$ cat src/hdl/dps_pkg.sv
// package for the dual slot power switch control block
package dps_pkg;
    // ************************************************
    // timing and layout constants
    // ************************************************
    localparam int unsigned CLK_MHZ = 200;
    localparam int unsigned SETTLE_US = 100;
    localparam int unsigned SETTLE_CYC = SETTLE_US * CLK_MHZ;
    localparam int unsigned SETTLE_W = 15;
    localparam int unsigned TRIP_W = 16;
    localparam logic [TRIP_W-1:0] TRIP_DELAY_RST = 16'h00c8;
    localparam int unsigned CTRL_FORCE_MASK_BIT = 2;
    localparam int unsigned CS_IRQ_MASK_BIT = 3;
    localparam int unsigned CS_SPARE_A_BIT = 4;
    localparam int unsigned CS_SPARE_B_BIT = 5;
    localparam logic [7:0] CS_RST = 8'h00;
    localparam logic [7:0] CTRL_RST = 8'h00;

    // per-slot sense inputs
    typedef struct packed {
        logic hv_limit;
        logic lv_limit;
        logic aux_limit;
        logic aux_short;
        logic hv_uv;
        logic lv_uv;
        logic over_temp;
        logic aux_over_temp;
    } dps_sense_t;

    // per-slot true supply status
    typedef struct packed {
        logic hv_on;
        logic lv_on;
        logic aux_on;
        logic main_fault;
        logic aux_fault;
        logic trip_main_evt;
        logic trip_aux_evt;
    } dps_stat_t;

    typedef struct packed {
        logic main_en_q;
        logic aux_en_q;
        logic main_on;
        logic aux_on;
        logic hv_flt;
        logic lv_flt;
        logic aux_flt;
        logic main_evt;
        logic aux_evt;
        logic [TRIP_W-1:0] main_tmr;
        logic [TRIP_W-1:0] aux_tmr;
    } dps_slot_t;

    typedef enum logic [1:0] {
        ST_WAIT_STBY = 2'b00,
        ST_SETTLE = 2'b01,
        ST_READY = 2'b11
    } dps_pwr_st_t;
endpackage

$ cat src/hdl/dps_ctrl.sv
// dual slot hot-plug power switch control logic
`timescale 1ns/10ps
// ************************************************
// Behaviour
// - main enable rising edge turns main rails on, enable low turns them off
// - aux enable rising edge turns aux rail on, enable low turns it off
// - ignore turn-on before standby valid, settled
// - main enable low clears main faults
// - aux enable low clears aux fault
// - trip flag asserted on breaker trip
// - trip flag holds until all causes cleared
// - power ok only when commanded on, delivering
// - override forces rails on, bypasses protection except main overtemp, which still latches a main fault
// - override keeps standby lockout on aux
// - override releases power ok and trip flag
// - status reports true supply state
// - control bit two masks override
// - spare inputs read at status bits four-five
// - trip timer trips breaker after delay
// - high rail trip drives gate high
// - low rail trip drives gate low
// - main fault shuts both main rails
// - aux off until standby above lockout
// - aux limited, fault latched separately
// - interrupt on fault unless mask set
// - write one to fault bit clears interrupt
// ************************************************
module dps_ctrl (
    input wire logic REF_CLK_I,
    input wire logic RSTN_I,
    input wire logic STANDBY_RAIL_OK_I,
    input wire logic [1:0] MAIN_RAIL_ENABLE_IN_I,
    input wire logic [1:0] AUX_RAIL_ENABLE_IN_I,
    input wire logic [1:0] FORCE_ON_N_I,
    input wire dps_pkg::dps_sense_t [1:0] SENSE_I,
    input wire logic [1:0][7:0] SLOT_CONTROL_REG_I,
    input wire logic [1:0][dps_pkg::TRIP_W-1:0] TRIP_DELAY_I,
    input wire logic IRQ_MASK_BIT_I,
    input wire logic [1:0] FAULT_ACK_I,
    input wire logic SPARE_INPUT_A_I,
    input wire logic SPARE_INPUT_B_I,
    output logic [1:0] HV_GATE_CTRL_O,
    output logic [1:0] LV_GATE_CTRL_O,
    output logic [1:0] AUX_RAIL_OUT_O,
    output logic [1:0] SLOT_POWER_OK_N_O,
    output logic [1:0] SLOT_POWER_OK_N_OE_O,
    output logic [1:0] SLOT_TRIP_N_O,
    output logic [1:0] SLOT_TRIP_N_OE_O,
    output logic IRQ_N_O,
    output logic IRQ_N_OE_O,
    output dps_pkg::dps_stat_t [1:0] SLOT_STATUS_O,
    output logic [7:0] COMMON_STATUS_O
);
    // ************************************************
    // state
    // ************************************************
    typedef struct packed {
        dps_pkg::dps_pwr_st_t pwr;
        logic [dps_pkg::SETTLE_W-1:0] settle;
        dps_pkg::dps_slot_t [1:0] slot;
        logic [1:0] hv_gate;
        logic [1:0] lv_gate;
        logic [1:0] aux_out;
        logic [1:0] pok_oe;
        logic [1:0] trip_oe;
        logic irq_oe;
        dps_pkg::dps_stat_t [1:0] stat;
        logic [7:0] cs;
    } dps_state_t;

    dps_state_t st_ff;
    dps_state_t nxt_st;

    // counts cycles of continuous limit; zero delay trips at once
    function automatic logic [dps_pkg::TRIP_W-1:0] dps_tmr_next(input logic lim,
                                                            input logic [dps_pkg::TRIP_W-1:0] cur,
                                                            input logic [dps_pkg::TRIP_W-1:0] lmt);
        logic [dps_pkg::TRIP_W-1:0] r;
        r = '0;
        if (lim && cur < lmt) begin
            r = cur + 1'b1;
        end else if (lim) begin
            r = cur;
        end
        return r;
    endfunction

    function automatic logic dps_tmr_done(input logic lim,
                                          input logic [dps_pkg::TRIP_W-1:0] cur,
                                          input logic [dps_pkg::TRIP_W-1:0] lmt);
        return lim && (cur >= lmt);
    endfunction

    // main pair conducts only when commanded and no latch is set
    function automatic logic dps_main_up(input dps_pkg::dps_slot_t sl);
        return sl.main_on && !sl.hv_flt && !sl.lv_flt;
    endfunction

    always_comb begin
        logic ready;
        logic forced;
        logic main_rise;
        logic aux_rise;
        logic hv_trip;
        logic lv_trip;
        logic aux_trip;
        logic main_lim;
        logic main_uv;
        logic any_evt;
        logic [dps_pkg::TRIP_W-1:0] dly;
        dps_pkg::dps_sense_t s;
        ready = 1'b0;
        forced = 1'b0;
        main_rise = 1'b0;
        aux_rise = 1'b0;
        hv_trip = 1'b0;
        lv_trip = 1'b0;
        aux_trip = 1'b0;
        main_lim = 1'b0;
        main_uv = 1'b0;
        any_evt = 1'b0;
        dly = '0;
        s = '0;
        nxt_st = st_ff;

        // ************************************************
        // standby validity and settle interval
        // ************************************************
        case (st_ff.pwr)
            dps_pkg::ST_WAIT_STBY: begin
                nxt_st.settle = '0;
                if (STANDBY_RAIL_OK_I) begin
                    nxt_st.pwr = dps_pkg::ST_SETTLE;
                end
            end
            dps_pkg::ST_SETTLE: begin
                nxt_st.settle = st_ff.settle + 1'b1;
                if (!STANDBY_RAIL_OK_I) begin
                    nxt_st.pwr = dps_pkg::ST_WAIT_STBY;
                end else if (st_ff.settle == dps_pkg::SETTLE_W'(dps_pkg::SETTLE_CYC - 1)) begin
                    nxt_st.pwr = dps_pkg::ST_READY;
                end
            end
            dps_pkg::ST_READY: begin
                if (!STANDBY_RAIL_OK_I) begin
                    nxt_st.pwr = dps_pkg::ST_WAIT_STBY;
                end
            end
            default: begin
                nxt_st.pwr = dps_pkg::ST_WAIT_STBY;
            end
        endcase
        ready = (st_ff.pwr == dps_pkg::ST_READY);

        // ************************************************
        // per-slot control
        // ************************************************
        for (int i = 0; i < 2; i++) begin
            s = SENSE_I[i];
            dly = TRIP_DELAY_I[i];
            // masked override has no effect at all
            forced = !FORCE_ON_N_I[i] && !SLOT_CONTROL_REG_I[i][dps_pkg::CTRL_FORCE_MASK_BIT];
            nxt_st.slot[i].main_en_q = MAIN_RAIL_ENABLE_IN_I[i];
            nxt_st.slot[i].aux_en_q = AUX_RAIL_ENABLE_IN_I[i];
            main_rise = MAIN_RAIL_ENABLE_IN_I[i] && !st_ff.slot[i].main_en_q;
            aux_rise = AUX_RAIL_ENABLE_IN_I[i] && !st_ff.slot[i].aux_en_q;

            // edges before settle are dropped, not deferred
            if (main_rise && ready && !st_ff.slot[i].hv_flt && !st_ff.slot[i].lv_flt) begin
                nxt_st.slot[i].main_on = 1'b1;
            end
            if (!MAIN_RAIL_ENABLE_IN_I[i]) begin
                nxt_st.slot[i].main_on = 1'b0;
            end
            if (aux_rise && ready && !st_ff.slot[i].aux_flt) begin
                nxt_st.slot[i].aux_on = 1'b1;
            end
            if (!AUX_RAIL_ENABLE_IN_I[i]) begin
                nxt_st.slot[i].aux_on = 1'b0;
            end

            // one timer per slot group, restarts on leaving limit
            main_lim = s.hv_limit || s.lv_limit;
            nxt_st.slot[i].main_tmr = dps_tmr_next(main_lim && !forced, st_ff.slot[i].main_tmr, dly);
            nxt_st.slot[i].aux_tmr = dps_tmr_next(s.aux_limit && !forced, st_ff.slot[i].aux_tmr, dly);
            main_uv = (s.hv_uv || s.lv_uv) && !forced;
            hv_trip = st_ff.slot[i].main_on && dps_tmr_done(s.hv_limit && !forced, st_ff.slot[i].main_tmr, dly);
            lv_trip = st_ff.slot[i].main_on && dps_tmr_done(s.lv_limit && !forced, st_ff.slot[i].main_tmr, dly);
            // uv and overtemp act at once, only current limit is filtered
            hv_trip = hv_trip || (st_ff.slot[i].main_on && (main_uv || s.over_temp));
            lv_trip = lv_trip || (st_ff.slot[i].main_on && (main_uv || s.over_temp));
            aux_trip = st_ff.slot[i].aux_on && !forced
                       && (dps_tmr_done(s.aux_limit, st_ff.slot[i].aux_tmr, dly)
                           || s.aux_short || s.aux_over_temp);
            // any main fault shuts both main rails
            if (hv_trip || lv_trip) begin
                nxt_st.slot[i].hv_flt = hv_trip || st_ff.slot[i].hv_flt;
                nxt_st.slot[i].lv_flt = lv_trip || st_ff.slot[i].lv_flt;
                nxt_st.slot[i].main_on = 1'b0;
                nxt_st.slot[i].main_evt = 1'b1;
            end else if (!MAIN_RAIL_ENABLE_IN_I[i]) begin
                nxt_st.slot[i].hv_flt = 1'b0;
                nxt_st.slot[i].lv_flt = 1'b0;
            end
            if (aux_trip) begin
                nxt_st.slot[i].aux_flt = 1'b1;
                nxt_st.slot[i].aux_on = 1'b0;
                nxt_st.slot[i].aux_evt = 1'b1;
            end else if (!AUX_RAIL_ENABLE_IN_I[i]) begin
                nxt_st.slot[i].aux_flt = 1'b0;
            end
            // write-one ack; a new event in the same cycle wins
            if (FAULT_ACK_I[i] && !(hv_trip || lv_trip)) begin
                nxt_st.slot[i].main_evt = 1'b0;
            end
            if (FAULT_ACK_I[i] && !aux_trip) begin
                nxt_st.slot[i].aux_evt = 1'b0;
            end

            // standby loss is a power cycle: no request or latch survives it
            if (st_ff.pwr == dps_pkg::ST_WAIT_STBY) begin
                nxt_st.slot[i].main_on = 1'b0;
                nxt_st.slot[i].aux_on = 1'b0;
                nxt_st.slot[i].hv_flt = 1'b0;
                nxt_st.slot[i].lv_flt = 1'b0;
                nxt_st.slot[i].aux_flt = 1'b0;
                nxt_st.slot[i].main_evt = 1'b0;
                nxt_st.slot[i].aux_evt = 1'b0;
                nxt_st.slot[i].main_tmr = '0;
                nxt_st.slot[i].aux_tmr = '0;
            end

            // ************************************************
            // pins
            // ************************************************
            // high rail gate is off when high, low rail gate off when low
            nxt_st.hv_gate[i] = !(dps_main_up(nxt_st.slot[i]) || forced);
            nxt_st.lv_gate[i] = dps_main_up(nxt_st.slot[i]) || forced;
            // aux never bypasses standby lockout, even under override
            nxt_st.aux_out[i] = STANDBY_RAIL_OK_I
                                && ((nxt_st.slot[i].aux_on && !nxt_st.slot[i].aux_flt) || forced);
            // oe low means pin pulled low (asserted)
            nxt_st.pok_oe[i] = forced || !(nxt_st.slot[i].main_on && nxt_st.slot[i].aux_on
                                           && !nxt_st.hv_gate[i] && nxt_st.lv_gate[i]
                                           && nxt_st.aux_out[i]);
            nxt_st.trip_oe[i] = forced || !(nxt_st.slot[i].hv_flt || nxt_st.slot[i].lv_flt
                                            || nxt_st.slot[i].aux_flt);

            // true supply state, regardless of override pin drive
            nxt_st.stat[i].hv_on = !nxt_st.hv_gate[i];
            nxt_st.stat[i].lv_on = nxt_st.lv_gate[i];
            nxt_st.stat[i].aux_on = nxt_st.aux_out[i];
            nxt_st.stat[i].main_fault = nxt_st.slot[i].hv_flt || nxt_st.slot[i].lv_flt;
            nxt_st.stat[i].aux_fault = nxt_st.slot[i].aux_flt;
            nxt_st.stat[i].trip_main_evt = nxt_st.slot[i].main_evt;
            nxt_st.stat[i].trip_aux_evt = nxt_st.slot[i].aux_evt;
            any_evt = any_evt || nxt_st.slot[i].main_evt || nxt_st.slot[i].aux_evt;
        end

        // ************************************************
        // common status and interrupt
        // ************************************************
        // rebuilt every cycle, unused bits read zero
        nxt_st.cs = dps_pkg::CS_RST;
        nxt_st.cs[dps_pkg::CS_IRQ_MASK_BIT] = IRQ_MASK_BIT_I;
        nxt_st.cs[dps_pkg::CS_SPARE_A_BIT] = SPARE_INPUT_A_I;
        nxt_st.cs[dps_pkg::CS_SPARE_B_BIT] = SPARE_INPUT_B_I;
        nxt_st.irq_oe = !(any_evt && !IRQ_MASK_BIT_I);
    end

    // ************************************************
    // registers
    // ************************************************
    // open-drain flags come out of reset released, gates off
    always_ff @(posedge REF_CLK_I) begin
        if (!RSTN_I) begin
            st_ff <= '0;
            st_ff.pwr <= dps_pkg::ST_WAIT_STBY;
            st_ff.hv_gate <= 2'h3;
            st_ff.pok_oe <= 2'h3;
            st_ff.trip_oe <= 2'h3;
            st_ff.irq_oe <= 1'b1;
            st_ff.cs <= dps_pkg::CS_RST;
        end else begin
            st_ff <= nxt_st;
        end
    end

    assign HV_GATE_CTRL_O = st_ff.hv_gate;
    assign LV_GATE_CTRL_O = st_ff.lv_gate;
    assign AUX_RAIL_OUT_O = st_ff.aux_out;
    assign SLOT_POWER_OK_N_O = 2'h0;
    assign SLOT_POWER_OK_N_OE_O = st_ff.pok_oe;
    assign SLOT_TRIP_N_O = 2'h0;
    assign SLOT_TRIP_N_OE_O = st_ff.trip_oe;
    assign IRQ_N_O = 1'b0;
    assign IRQ_N_OE_O = st_ff.irq_oe;
    assign SLOT_STATUS_O = st_ff.stat;
    assign COMMON_STATUS_O = st_ff.cs;
endmodule

$ cat config.mk
export PLATFORM = sky130hd
export DESIGN_NAME = dps_ctrl
export DESIGN_NICKNAME = d
export VERILOG_FILES = /design/src/hdl/dps_pkg.sv /design/src/hdl/dps_ctrl.sv
export SDC_FILE = /design/constraint.sdc
export NUM_CORES = 1
export LEC_CHECK = 0
export BUFFER_PORTS_ARGS = -buffer_cell sky130_fd_sc_hd__buf_2
export CAP_MARGIN = 20
export CORE_MARGIN = 4
export CORE_UTILIZATION = 35
export DETAILED_ROUTE_END_ITERATION = 10
export PLACE_DENSITY = 0.64
export REMOVE_ABC_BUFFERS = 1
export SLEW_MARGIN = 25
export SYNTH_ARGS = -nofsm -noshare
export SYNTH_HDL_FRONTEND = slang
export SYNTH_SLANG_ARGS = --single-unit
$ cat constraint.sdc
create_clock -name REF_CLK_I -period 6.9 [get_ports REF_CLK_I]
set_input_delay 1.38 -clock REF_CLK_I [delete_from_list [all_inputs] [get_ports REF_CLK_I]]
set_output_delay 1.38 -clock REF_CLK_I [all_outputs]
set_load 0.01 [all_outputs]
== Word-level counts from Yosys, hierarchy flattened ==
Cells that the tools add are included.

* Register bits after elaboration: 124
* Bits of input ports: 78
* Logic and storage cells: 246

* Multiplexer cells: 44
* Reductions and logical operators: 140
* Eq/ne operators: 10
* $lt $le $gt $ge: 8
* Add/subtract/negate cells: 5
* Bitwise gates (word level): 1

{| class="wikitable"
|+ Operator list
! kind !! count
|-
| $mux 16 || 8
|-
| $mux 39 || 2
|-
| $logic_and 1x1->1 || 67
|-
| $add 16x1->16 const B || 4
|-
| $ge 16x16->1 || 4
|-
| $lt 16x16->1 || 4
|-
| $logic_or 1x1->1 || 35
|-
| $logic_not 1->1 || 34
|-
| $pmux 15 s2 || 1
|-
| $mux 1 || 24
|-
| $mux 2 || 8
|-
| $add 15x1->15 const B || 1
|-
| $eq 15x15->1 const B || 1
|-
| $ne 2x1->1 const B || 4
|-
| $pmux 2 s3 || 1
|-
| $ne 2x2->1 const B || 2
|-
| $ne 3x3->1 const B || 1
|-
| $reduce_and 3->1 || 1
|-
| $eq 2x1->1 const B || 1
|-
| $eq 2x2->1 const B || 1
|-
| $logic_not 2->1 || 1
|-
| $reduce_bool 2->1 || 1
|-
| $reduce_or 2->1 || 1
|-
| $not 1->1 || 1
|}

== Logic depth before layout (Yosys ltp) ==
Gate-level depths: netlist (run 1).

* Depth after elaboration: 21
* Mapped depth: 11
* Mapped depth without buffers: 9

== Worst setup path after synthesis (run 1) ==
Ideal clock, no wire load.

* Path type: in2reg
* From: input TRIP_DELAY_I[14] in the netlist's numbering
* To: register st_ff, in the netlist SLOT_POWER_OK_N_OE_O[0]
* Setup slack: 3.497 ns
* Stages on the path: 10
* Setup time: 0.134 ns
* Data arrival time: 3.269 ns
* Path buffers: 1
* Data required time: 6.766 ns
* Cells stage by stage: inv_1 > ha_1 > a21oi_2 > nand2_1 > a221oi_2 > and3_1 > buf_6 > a31oi_4 > a21o_1 > or4_1

* Word-level cells in the longest chain between the ends: 16
* Elaborated cells between the ends (all ways): 35
* Those cells by class: order compare (2); mux (5); reduce/logical (28)

{| class="wikitable"
|+ RTL lines
! item !! RTL line !! RTL
|-
| start: declaration || dps_ctrl.sv:37 || <nowiki>input wire logic [1:0][dps_pkg::TRIP_W-1:0] TRIP_DELAY_I,</nowiki>
|-
| $ge 16x16->1 || dps_ctrl.sv:91 || <nowiki>return lim && (cur >= lmt);</nowiki>
|-
| $logic_and 1x1->1 || dps_ctrl.sv:91 ||
|-
| $logic_and 1x1->1, on equally long branches || dps_ctrl.sv:187, dps_ctrl.sv:188 ||
|-
| $logic_or 1x1->1, on equally long branches || dps_ctrl.sv:190, dps_ctrl.sv:191 ||
|-
| $logic_or 1x1->1, on equally long branches || dps_ctrl.sv:197, dps_ctrl.sv:196 ||
|-
| $mux 2 || dps_ctrl.sv:196 || <nowiki>if (hv_trip || lv_trip) begin</nowiki>
|-
| $mux 39 (*) || dps_ctrl.sv:221 || <nowiki>if (st_ff.pwr == dps_pkg::ST_WAIT_STBY) begin</nowiki>
|-
| $logic_not 1->1 || dps_ctrl.sv:96 || <nowiki>return sl.main_on && !sl.hv_flt && !sl.lv_flt;</nowiki>
|-
| $logic_and 1x1->1 (2 in series) || dps_ctrl.sv:96 ||
|-
| $logic_or 1x1->1 || dps_ctrl.sv:237, dps_ctrl.sv:238 ||
|-
| $logic_and 1x1->1 (2 in series) || dps_ctrl.sv:244 || <nowiki>&& !nxt_st.hv_gate[i] && nxt_st.lv_gate[i]</nowiki>
|-
| $logic_and 1x1->1 (*) || dps_ctrl.sv:245 || <nowiki>&& nxt_st.aux_out[i]);</nowiki>
|-
| $logic_not 1->1 (*) || dps_ctrl.sv:243 || <nowiki>nxt_st.pok_oe[i] = forced || !(nxt_st.slot[i].main_on && nxt_st.slot[i].aux_on</nowiki>
|-
| $logic_or 1x1->1 (*) || dps_ctrl.sv:243 ||
|-
| end signal: assignment || dps_ctrl.sv:285 || <nowiki>st_ff <= nxt_st;</nowiki>
|-
| end: declaration || dps_ctrl.sv:71 || <nowiki>dps_state_t st_ff;</nowiki>
|}

Mark *: on every way between the ends. The rest lies on a longest branch, timed or not.
A chain may end at the register's enable or synchronous reset.

== Worst setup path after layout (run 1) ==
Same ends and word-level chain as after synthesis.

==> results of run 1 <==
==> worst max-delay path: stages <==
cell	delay, ns
buf_2	0.09
inv_1	0.05
ha_1	0.33
a21oi_2	0.15
nand2_1	0.07
a221oi_2	0.31
and3_1	0.39
a31oi_4	0.15
a21o_1	0.22
or4_1	0.52
==> Yosys cell counts, types with 3 or more instances <==
cell type / count / share of area [%]
or2_2: 3 / 0.27
and3_1: 18 / 1.6
nor2b_1: 5 / 0.46
nand2_1: 73 / 4.0
clkbuf_1: 11 / 0.60
and2_1: 10 / 0.91
and4_1: 5 / 0.64
buf_2: 3 / 0.22
nor4_1: 6 / 0.55
buf_6: 4 / 0.66
o21ai_0: 36 / 2.6
nand2b_1: 6 / 0.55
nand3_1: 23 / 1.7
or3_1: 18 / 1.6
ha_1: 69 / 13
inv_1: 54 / 2.9
o21a_1: 6 / 0.66
nor2_1: 103 / 5.6
o31ai_1: 4 / 0.44
buf_4: 37 / 4.0
xnor2_1: 28 / 3.6
nand4_1: 24 / 2.2
dfxtp_1: 115 / 33
nor3_1: 18 / 1.3
xor2_1: 26 / 3.3
o21ai_1: 5 / 0.36
a21o_1: 6 / 0.66
nor3b_1: 4 / 0.44
o22ai_1: 4 / 0.36
a21oi_1: 68 / 5.0
or4_1: 3 / 0.33
==> per-layer routing <==
layer	wire length (µm)	part of all wire, %	global-route usage [%]
met5	20	0.13	0
met4	219	1.4	4.25
met3	917	5.7	4.60
met2	7310	46	23.9
met1	7520	47	19.3
==> cell families (layout without fill, tap and decap cells) <==
| kind of cell | Yosys count | after routing | synth area share, % |
|---|---|---|---|
| AOI/OAI and AO/OA | 151 | 151 | 13.3 |
| DFF | 115 | 115 | 33.5 |
| and+or+nand+nor | 336 | 336 | 24.6 |
| muxes | 3 | 3 | 0.455 |
| adders and majority gates | 69 | 69 | 12.6 |
| buffers and inverters | 111 | 181 | 8.57 |
| xor gates and xnor gates | 54 | 54 | 6.88 |
| other | 1 | 10 | 0.0546 |
==> metrics by stage <==
| step | util [%] | total power [mW] | worst slack [ns] | cell area, µm² |
|---|---|---|---|---|
| floorplan | - | 0.731 | 3.42 | 6520 |
| global placement | 38.5 | 0.771 | 3.11 | 7330 |
| detailed placement | 38.6 | 0.773 | 3.08 | 7330 |
| CTS | 41.7 | 1.68 | 3.52 | 7940 |
| global route | 41.7 | 1.73 | 3.24 | 7940 |
| finish | 41.7 | 1.66 | 3.50 | 7940 |
==> layout make-up <==
type | instances | area (µm²) | share of cell area, %
tap | 260 | 325 | 4.10
clock buffer | 22 | 474 | 5.97
multi-input combinational | 623 | 4020 | 50.7
inverter | 55 | 206 | 2.60
sequential | 115 | 2300 | 29.0
clock inverter | 10 | 130 | 1.64
timing repair buffer | 94 | 478 | 6.02
==> state kept, by name, summed over array words and instances, names as in the netlist <==
name,flops
SLOT_TRIP_N_OE_O,2
IRQ_N_OE_O,1
SLOT_POWER_OK_N_OE_O,2
AUX_RAIL_OUT_O,2
SLOT_STATUS_O,8
st_ff,93
HV_GATE_CTRL_O,2
COMMON_STATUS_O,3
LV_GATE_CTRL_O,2
==> power breakdown <==
part           switching, mW  internal (mW)  total [mW]
Sequential           0.00276          0.669       0.672
Clock                  0.311          0.593       0.904
Combinational         0.0511         0.0352      0.0863
Total                  0.365           1.30        1.66
==> worst paths after layout <==
path / from / endpoint / slack [ns] / depth (start not counted)
setup / recovery: TRIP_DELAY_I[14] / SLOT_POWER_OK_N_OE_O[0]$_SDFF_PN1_ / 3.50 / 10
hold / removal: st_ff[68]$_SDFF_PN0_ / st_ff[68]$_SDFF_PN0_ / 0.47 / 2
setup reg to reg: st_ff[56]$_SDFFE_PP0P_ / SLOT_POWER_OK_N_OE_O[0]$_SDFF_PN1_ / 4.22 / 8
hold reg to reg: st_ff[68]$_SDFF_PN0_ / st_ff[68]$_SDFF_PN0_ / 0.47 / 2
==> results_dict.tcl, run 1 <==
set metrics [dict create \
    die_h_um 148 \
    wl_per_cell_um 13.6 \
    cts_buffer_depth 2 \
    dp_hpwl_um 12100 \
    cp-end-kind "register" \
    hold_buffers 0 \
    cp_max_fo 5 \
    hold_ws_ns 0.466 \
    fin_cells 1179 \
    finClkSkew_ns 0.00675 \
    p_per_area_nw_per_um2 209 \
    synth_area_um2 6870 \
    cts_tree "built" \
    layout_common_cells "dfxtp_1, nor2_1, buf_2" \
    grt.total_usage_pct 14.8 \
    synth-seq-cells 115 \
    grt_setup_unrepaired "no" \
    final-setup-viol-count 0 \
    fillCellCount 1945 \
    core_um2 19000 \
    final_common_cell "dfxtp_1" \
    peakVddDrop_mv 0.155 \
    num_rows 50 \
    layout_min_cycle_time_ns 3.40 \
    syn_area_per_cell_um2 8.18 \
    grt_start_max_net_pins 29 \
    dieArea_um2 21900 \
    cap_violations 0 \
    synth_edf_count 0 \
    finalMaxSlewViolations 0 \
    placedCellCount 1147 \
    max_slew_margin_pct 52.9 \
    cts_max_level 4 \
    critPathLaunchType "primary input" \
    grt_antenna_before_repair 1 \
    drive_gt1_share_pct 15.8 \
    route.detailed.drc 0 \
    num_antenna_cells 0 \
    start_util_pct 36.1 \
    finalWeightedCongestion 0.767 \
    ys_seq_area_share_pct 33.5 \
    critPathKind "primary input to register" \
    hold_path_class "register to register" \
    p_leak_nw 3.23 \
    postCtsSetupRepairBufs 0 \
    viasPerCell 4.87 \
    async_reset_ff_share_pct 0 \
    fin_crit_sh_pct 49.3 \
    overflow 0 \
    clk_pin_slew_ns 0.05 \
    numPortBuffers 91 \
    syn_inst 840 \
    first_pass_iters 4 \
    ctsResizeCount 0 \
    first_global_vias 5551 \
    worst-slew-pin-transition_ns 0.706 \
    critPathRequiredTime_ns 7.18 \
    yosys_warnings 0 \
    synthDistinctLibCells 68 \
    clock_latency_ns 0.41 \
    clock.fmax_mhz 294 \
    nets 1053 \
    hold_viol 0 \
    vias 5746 \
    numCtsBuffers 17 \
    root_buffer "clkbuf_16" \
    status "finished clean" \
    clkSinkCount 115 \
    routed_wl_um 16000 \
    drtAntennaViolNets 0 \
    cp.arrival_ns 3.68 \
    grt_pass1_wl_um 26600 \
    tns_ns 0 \
    die-width_um 148 \
    synth_ff_type "dfxtp_1" \
    areaGrowthSynthToFinish_pct 15.5 \
    drtIter0Drc 257 \
    pin_count 116 \
]
(Power assumes the default switching activity.)
==> run 2: changes to the inputs <==
- clock period: 6.9 -> 3.25 ns (I/O delays scaled with it)
==> results_dict.tcl, run 2 (synthesis results as in run 1) <==
set metrics [dict create \
    dp_hpwl_um 12100 \
    core_um2 19000 \
    grt_pass1_wl_um 25900 \
    place_area_um2 7370 \
    max_slew_margin_pct 51.5 \
    postCtsSetupRepairBufs 0 \
    finalWeightedCongestion 0.762 \
    placedCellCount 1152 \
    final-setup-viol-count 0 \
    critPathKind "primary input to register" \
    cpMostUsedCell "a21oi_1" \
    grt_setup_unrepaired "no" \
    finalMaxSlewViolations 0 \
    drtAntennaViolNets 0 \
    cts_max_level 4 \
    clock_latency_ns 0.41 \
    tns_ns 0 \
    overflow 0 \
    viasPerCell 4.90 \
    routed_wl_um 15800 \
    r2r-start "st_ff[99]$_SDFFE_PP0P_" \
    status "finished clean" \
    dieArea_um2 21900 \
    routedLengthMet1_um 7460 \
    layout_common_cells "dfxtp_1, nor2_1, buf_2" \
    dr_wl_met2_um 7260 \
    cts_tree "built" \
    root_buffer "clkbuf_16" \
    critPathRequiredTime_ns 3.54 \
    crit_chain "buf_2 > inv_1 > ha_1 > a21oi_1 > o21ai_0 > a22oi_1 > nand3_2 > a21oi_1 > o2111ai_1 > nand4b_1" \
    rr_endpoint "SLOT_POWER_OK_N_OE_O[1]$_SDFF_PN1_" \
    slowest_delay_ns 0.51 \
    peakVddDrop_mv 0.336 \
    clock.fmax_mhz 383 \
    p_leak_nw 3.26 \
    hold_path_class "primary input to register" \
    p_per_area_nw_per_um2 449 \
    cp-end-kind "register" \
    clk_pin_slew_ns 0.05 \
    highest_layer "met5" \
    wl_met3_um 951 \
    largest_register_ffs 93 \
    fin_cells 1183 \
    grt_start_max_net_pins 19 \
    utilization_pct 42.1 \
    vias 5800 \
    numPortBuffers 91 \
    ctsResizeCount 0 \
    hold_buffers 0 \
    p_total_mw 3.59 \
    start_util_pct 36.1 \
    cts_buffer_depth 2 \
    crit_family "compound AO/OA/AOI/OAI gates" \
    drive_gt1_share_pct 16.3 \
    clkSinkCount 115 \
    final_common_cell "dfxtp_1" \
    die_h_um 148 \
    drtIter0Drc 240 \
    route.detailed.drc 0 \
    pin_count 116 \
    r2r_setup_slack_ns 0.65 \
    cap_violations 0 \
    numCtsBuffers 17 \
    first_pass_iters 4 \
    critPathLaunchType "primary input" \
    hp-start "SPARE_INPUT_A_I" \
    design_area_um2 8000 \
    ff2ff_path_depth 8 \
    first_global_vias 5441 \
    wl_per_cell_um 13.4 \
    path_buf_inv 2 \
    hold_viol 0 \
    cp_slowest_cell "a21oi_1" \
    layout_min_cycle_time_ns 2.61 \
    top_register "st_ff" \
    areaGrowthSynthToFinish_pct 16.4 \
    cp.arrival_ns 2.90 \
    nets 1058 \
    die-width_um 148 \
    fin_crit_sh_pct 80.4 \
    grt.total_usage_pct 14.5 \
    hold-path-endpoint "COMMON_STATUS_O[4]$_SDFF_PN0_" \
    holdPathStages 2 \
    cp_max_fo 7 \
    cp.depth 10 \
    finClkSkew_ns 0.00581 \
    worst-slew-pin-transition_ns 0.727 \
    grt_antenna_before_repair 1 \
    num_antenna_cells 0 \
    num_rows 50 \
]
==> run 2: cell count changes in the layout (fill, tap and decap cells not counted), sizes merged <==
cell,previous run,this run
clkbuf,22,21
clkinv,6,5
bufinv,3,4
buf,94,99
==> run 2: area by class of cell <==
| cell class | instances | area (µm²) |
|---|---|---|
| Fill cell | 1951 | 11000 |
| Multi-Input combinational cell | 623 | 4020 |
| Sequential cell | 115 | 2300 |
| Timing Repair Buffer | 99 | 515 |
| Clock buffer | 21 | 470 |
| Tap cell | 260 | 325 |
| Inverter | 55 | 206 |
| Clock inverter | 10 | 155 |
==> run 2: per-stage QoR <==
stage | hold WS [ns] | setup WS (ns)
floorplan | 0.435 | 0.504
global placement | 0.458 | 0.258
detailed placement | 0.463 | 0.227
CTS | 0.426 | 0.638
global route | 0.440 | 0.427
finish | 0.445 | 0.637
==> run 2: report_power, final <==
group / internal (mW) / leakage [nW] / switching, mW / total (mW)
registers: 1.42 / 0.930 / 0.00573 / 1.43
logic: 0.0746 / 2.03 / 0.108 / 0.183
clock network: 1.33 / 0.305 / 0.649 / 1.98
==> run 2: worst max-delay path by stage <==
| stage | start | end | slack (ns) |
|---|---|---|---|
| final | TRIP_DELAY_I[27] | SLOT_POWER_OK_N_OE_O[1]$_SDFF_PN1_ | 0.64 |
| after global routing | st_ff[99]$_SDFFE_PP0P_ | SLOT_POWER_OK_N_OE_O[1]$_SDFF_PN1_ | 0.43 |
| after CTS | st_ff[99]$_SDFFE_PP0P_ | SLOT_POWER_OK_N_OE_O[1]$_SDFF_PN1_ | 0.64 |
| after detailed placement | TRIP_DELAY_I[27] | SLOT_POWER_OK_N_OE_O[1]$_SDFF_PN1_ | 0.23 |
| after global placement | TRIP_DELAY_I[27] | SLOT_POWER_OK_N_OE_O[1]$_SDFF_PN1_ | 0.26 |
| after floorplan | TRIP_DELAY_I[1] | st_ff[48]$_SDFFE_PP0P_ | 0.50 |
==> run 2: routing by layer <==
| layer | global-route usage (%) | vias up |
|---|---|---|
| met3 | 4.45 | 16 |
| met4 | 3.83 | 2 |
| met2 | 23.7 | 111 |
| li1 | - | 3010 |
| met1 | 18.6 | 2661 |
| met5 | 0 | - |
==> run 3: changes to the inputs <==
- clock period: 3.25 -> 2.7 ns (I/O delays scaled with it)
==> results_dict.tcl, run 3 (synthesis results as in run 1) <==
set metrics [dict create \
    largest_register_ffs 93 \
    route.detailed.drc 0 \
    utilization_pct 42.5 \
    vias 5807 \
    hold_path_class "primary input to register" \
    start_util_pct 36.1 \
    layout_common_cells "dfxtp_1, nor2_1, buf_2" \
    first_global_vias 5422 \
    place_ws_ns -0.148 \
    num_rows 50 \
    tns_ns 0 \
    drtIter0Drc 323 \
    fin_ws_ns 0.172 \
    clk_pin_slew_ns 0.06 \
    areaGrowthSynthToFinish_pct 17.7 \
    root_buffer "clkbuf_16" \
    critPathLaunchType "register" \
    grt_setup_unrepaired "no" \
    viasPerCell 4.82 \
    core_um2 19000 \
    cap_violations 0 \
    layout_min_cycle_time_ns 2.53 \
    ff2ff_path_depth 8 \
    grt_pass1_wl_um 26300 \
    peakVddDrop_mv 0.362 \
    cp_slowest_cell "or4_1" \
    grt.total_usage_pct 14.6 \
    die-width_um 148 \
    p_total_mw 4.06 \
    rr_endpoint "IRQ_N_OE_O$_SDFF_PN1_" \
    placedCellCount 1172 \
    cts_buffer_depth 2 \
    finalWeightedCongestion 0.811 \
    ctsResizeCount 0 \
    crit_chain "ha_1 > and4_1 > nand2_1 > or4_1 > a41oi_2 > a21oi_1 > nor3b_1 > a311o_1" \
    finClkSkew_ns 0.00736 \
    wl_per_cell_um 13.1 \
    critPathKind "register to register" \
    clkSinkCount 115 \
    cp-end-kind "register" \
    grt_antenna_before_repair 1 \
    first_pass_iters 4 \
    numCtsBuffers 17 \
    grt_start_max_net_pins 20 \
    postCtsSetupRepairBufs 0 \
    final-setup-viol-count 0 \
    dieArea_um2 21900 \
    cts_max_level 4 \
    finalMaxSlewViolations 0 \
    drive_gt1_share_pct 18.2 \
    max_slew_margin_pct 58.3 \
    p_per_area_nw_per_um2 502 \
    cp.arrival_ns 2.82 \
    crit_end "IRQ_N_OE_O$_SDFF_PN1_" \
    worst-slew-pin-transition_ns 0.624 \
    fin_crit_sh_pct 93.6 \
    num_antenna_cells 0 \
    nets 1079 \
    routed_wl_um 15800 \
    r2r-start "st_ff[42]$_SDFFE_PP0P_" \
    dp_hpwl_um 12300 \
    top_register "st_ff" \
    hold_buffers 0 \
    pin_count 116 \
    final_common_cell "dfxtp_1" \
    clock.fmax_mhz 396 \
    hold_viol 0 \
    overflow 0 \
    slowest_delay_ns 0.56 \
    die_h_um 148 \
    p_leak_nw 3.31 \
    cts_tree "built" \
    status "finished clean" \
    numPortBuffers 91 \
    startpoint "st_ff[42]$_SDFFE_PP0P_" \
    cp_max_fo 3 \
    clock_latency_ns 0.41 \
    drtAntennaViolNets 0 \
    r2r_setup_slack_ns 0.17 \
    fin_cells 1205 \
    critPathRequiredTime_ns 3.00 \
]
## run 3: cell types whose count changed in the layout (fill, tap and decap cells not counted)
cell        change
o21ai_1         +1
clkbuf_1        -1
clkinv_4        +5
buf_4          +21
clkinvlp_4      +4
o21ai_2         -1
clkinv_2        -2
clkbuf_8        -3
inv_6           +1
bufinv_16       -3
## run 3: per-layer routing
metal / part of all wire (%) / track usage (%) / wire, µm / vias up
met1: 48 / 19.4 / 7510 / 2619
met5: 0.13 / 0 / 20 / -
met4: 1.0 / 3.42 / 165 / 2
met3: 5.5 / 4.54 / 867 / 15
met2: 46 / 23.4 / 7230 / 117
li1: - / - / - / 3054
## run 3: report_power, final
| part | switching (mW) | total, mW | internal, mW |
|---|---|---|---|
| Sequential | 0.00692 | 1.72 | 1.71 |
| Combinational | 0.130 | 0.224 | 0.0932 |
| Clock | 0.856 | 2.12 | 1.27 |
## run 3: final cells by class
cell class,instances,area (µm²)
Multi-Input combinational cell,623,4020
Fill cell,1974,10900
Clock buffer,17,425
Clock inverter,15,138
Timing Repair Buffer,120,673
Tap cell,260,325
Sequential cell,115,2300
Inverter,55,206
## run 3: worst min path at each step
stage / from / endpoint / slack (ns) / cells past startpoint
3_3_place_gp: st_ff[69]$_SDFF_PN0_ / st_ff[69]$_SDFF_PN0_ / 0.46 / 2
2_1_floorplan: st_ff[68]$_SDFF_PN0_ / st_ff[68]$_SDFF_PN0_ / 0.44 / 2
6_report: SPARE_INPUT_A_I / COMMON_STATUS_O[4]$_SDFF_PN0_ / 0.34 / 2
3_5_place_dp: st_ff[68]$_SDFF_PN0_ / st_ff[68]$_SDFF_PN0_ / 0.46 / 2
4_1_cts: SPARE_INPUT_A_I / COMMON_STATUS_O[4]$_SDFF_PN0_ / 0.32 / 2
5_1_grt: SPARE_INPUT_A_I / COMMON_STATUS_O[4]$_SDFF_PN0_ / 0.33 / 2
## run 3: per-stage QoR
step / instance area, µm² / hold WS (ns)
2_1_floorplan: 6520 / 0.435
3_3_place_gp: 7520 / 0.459
3_5_place_dp: 7520 / 0.460
4_1_cts: 8080 / 0.319
5_1_grt: 8090 / 0.333
6_report: 8090 / 0.335
## run 3: critical path, delay by kind of cell (launching register included)
family	cells	cell delay, ns
compound gates	3	0.73
flops	1	0.35
simple gates	4	1.03
fa+ha+maj	1	0.30
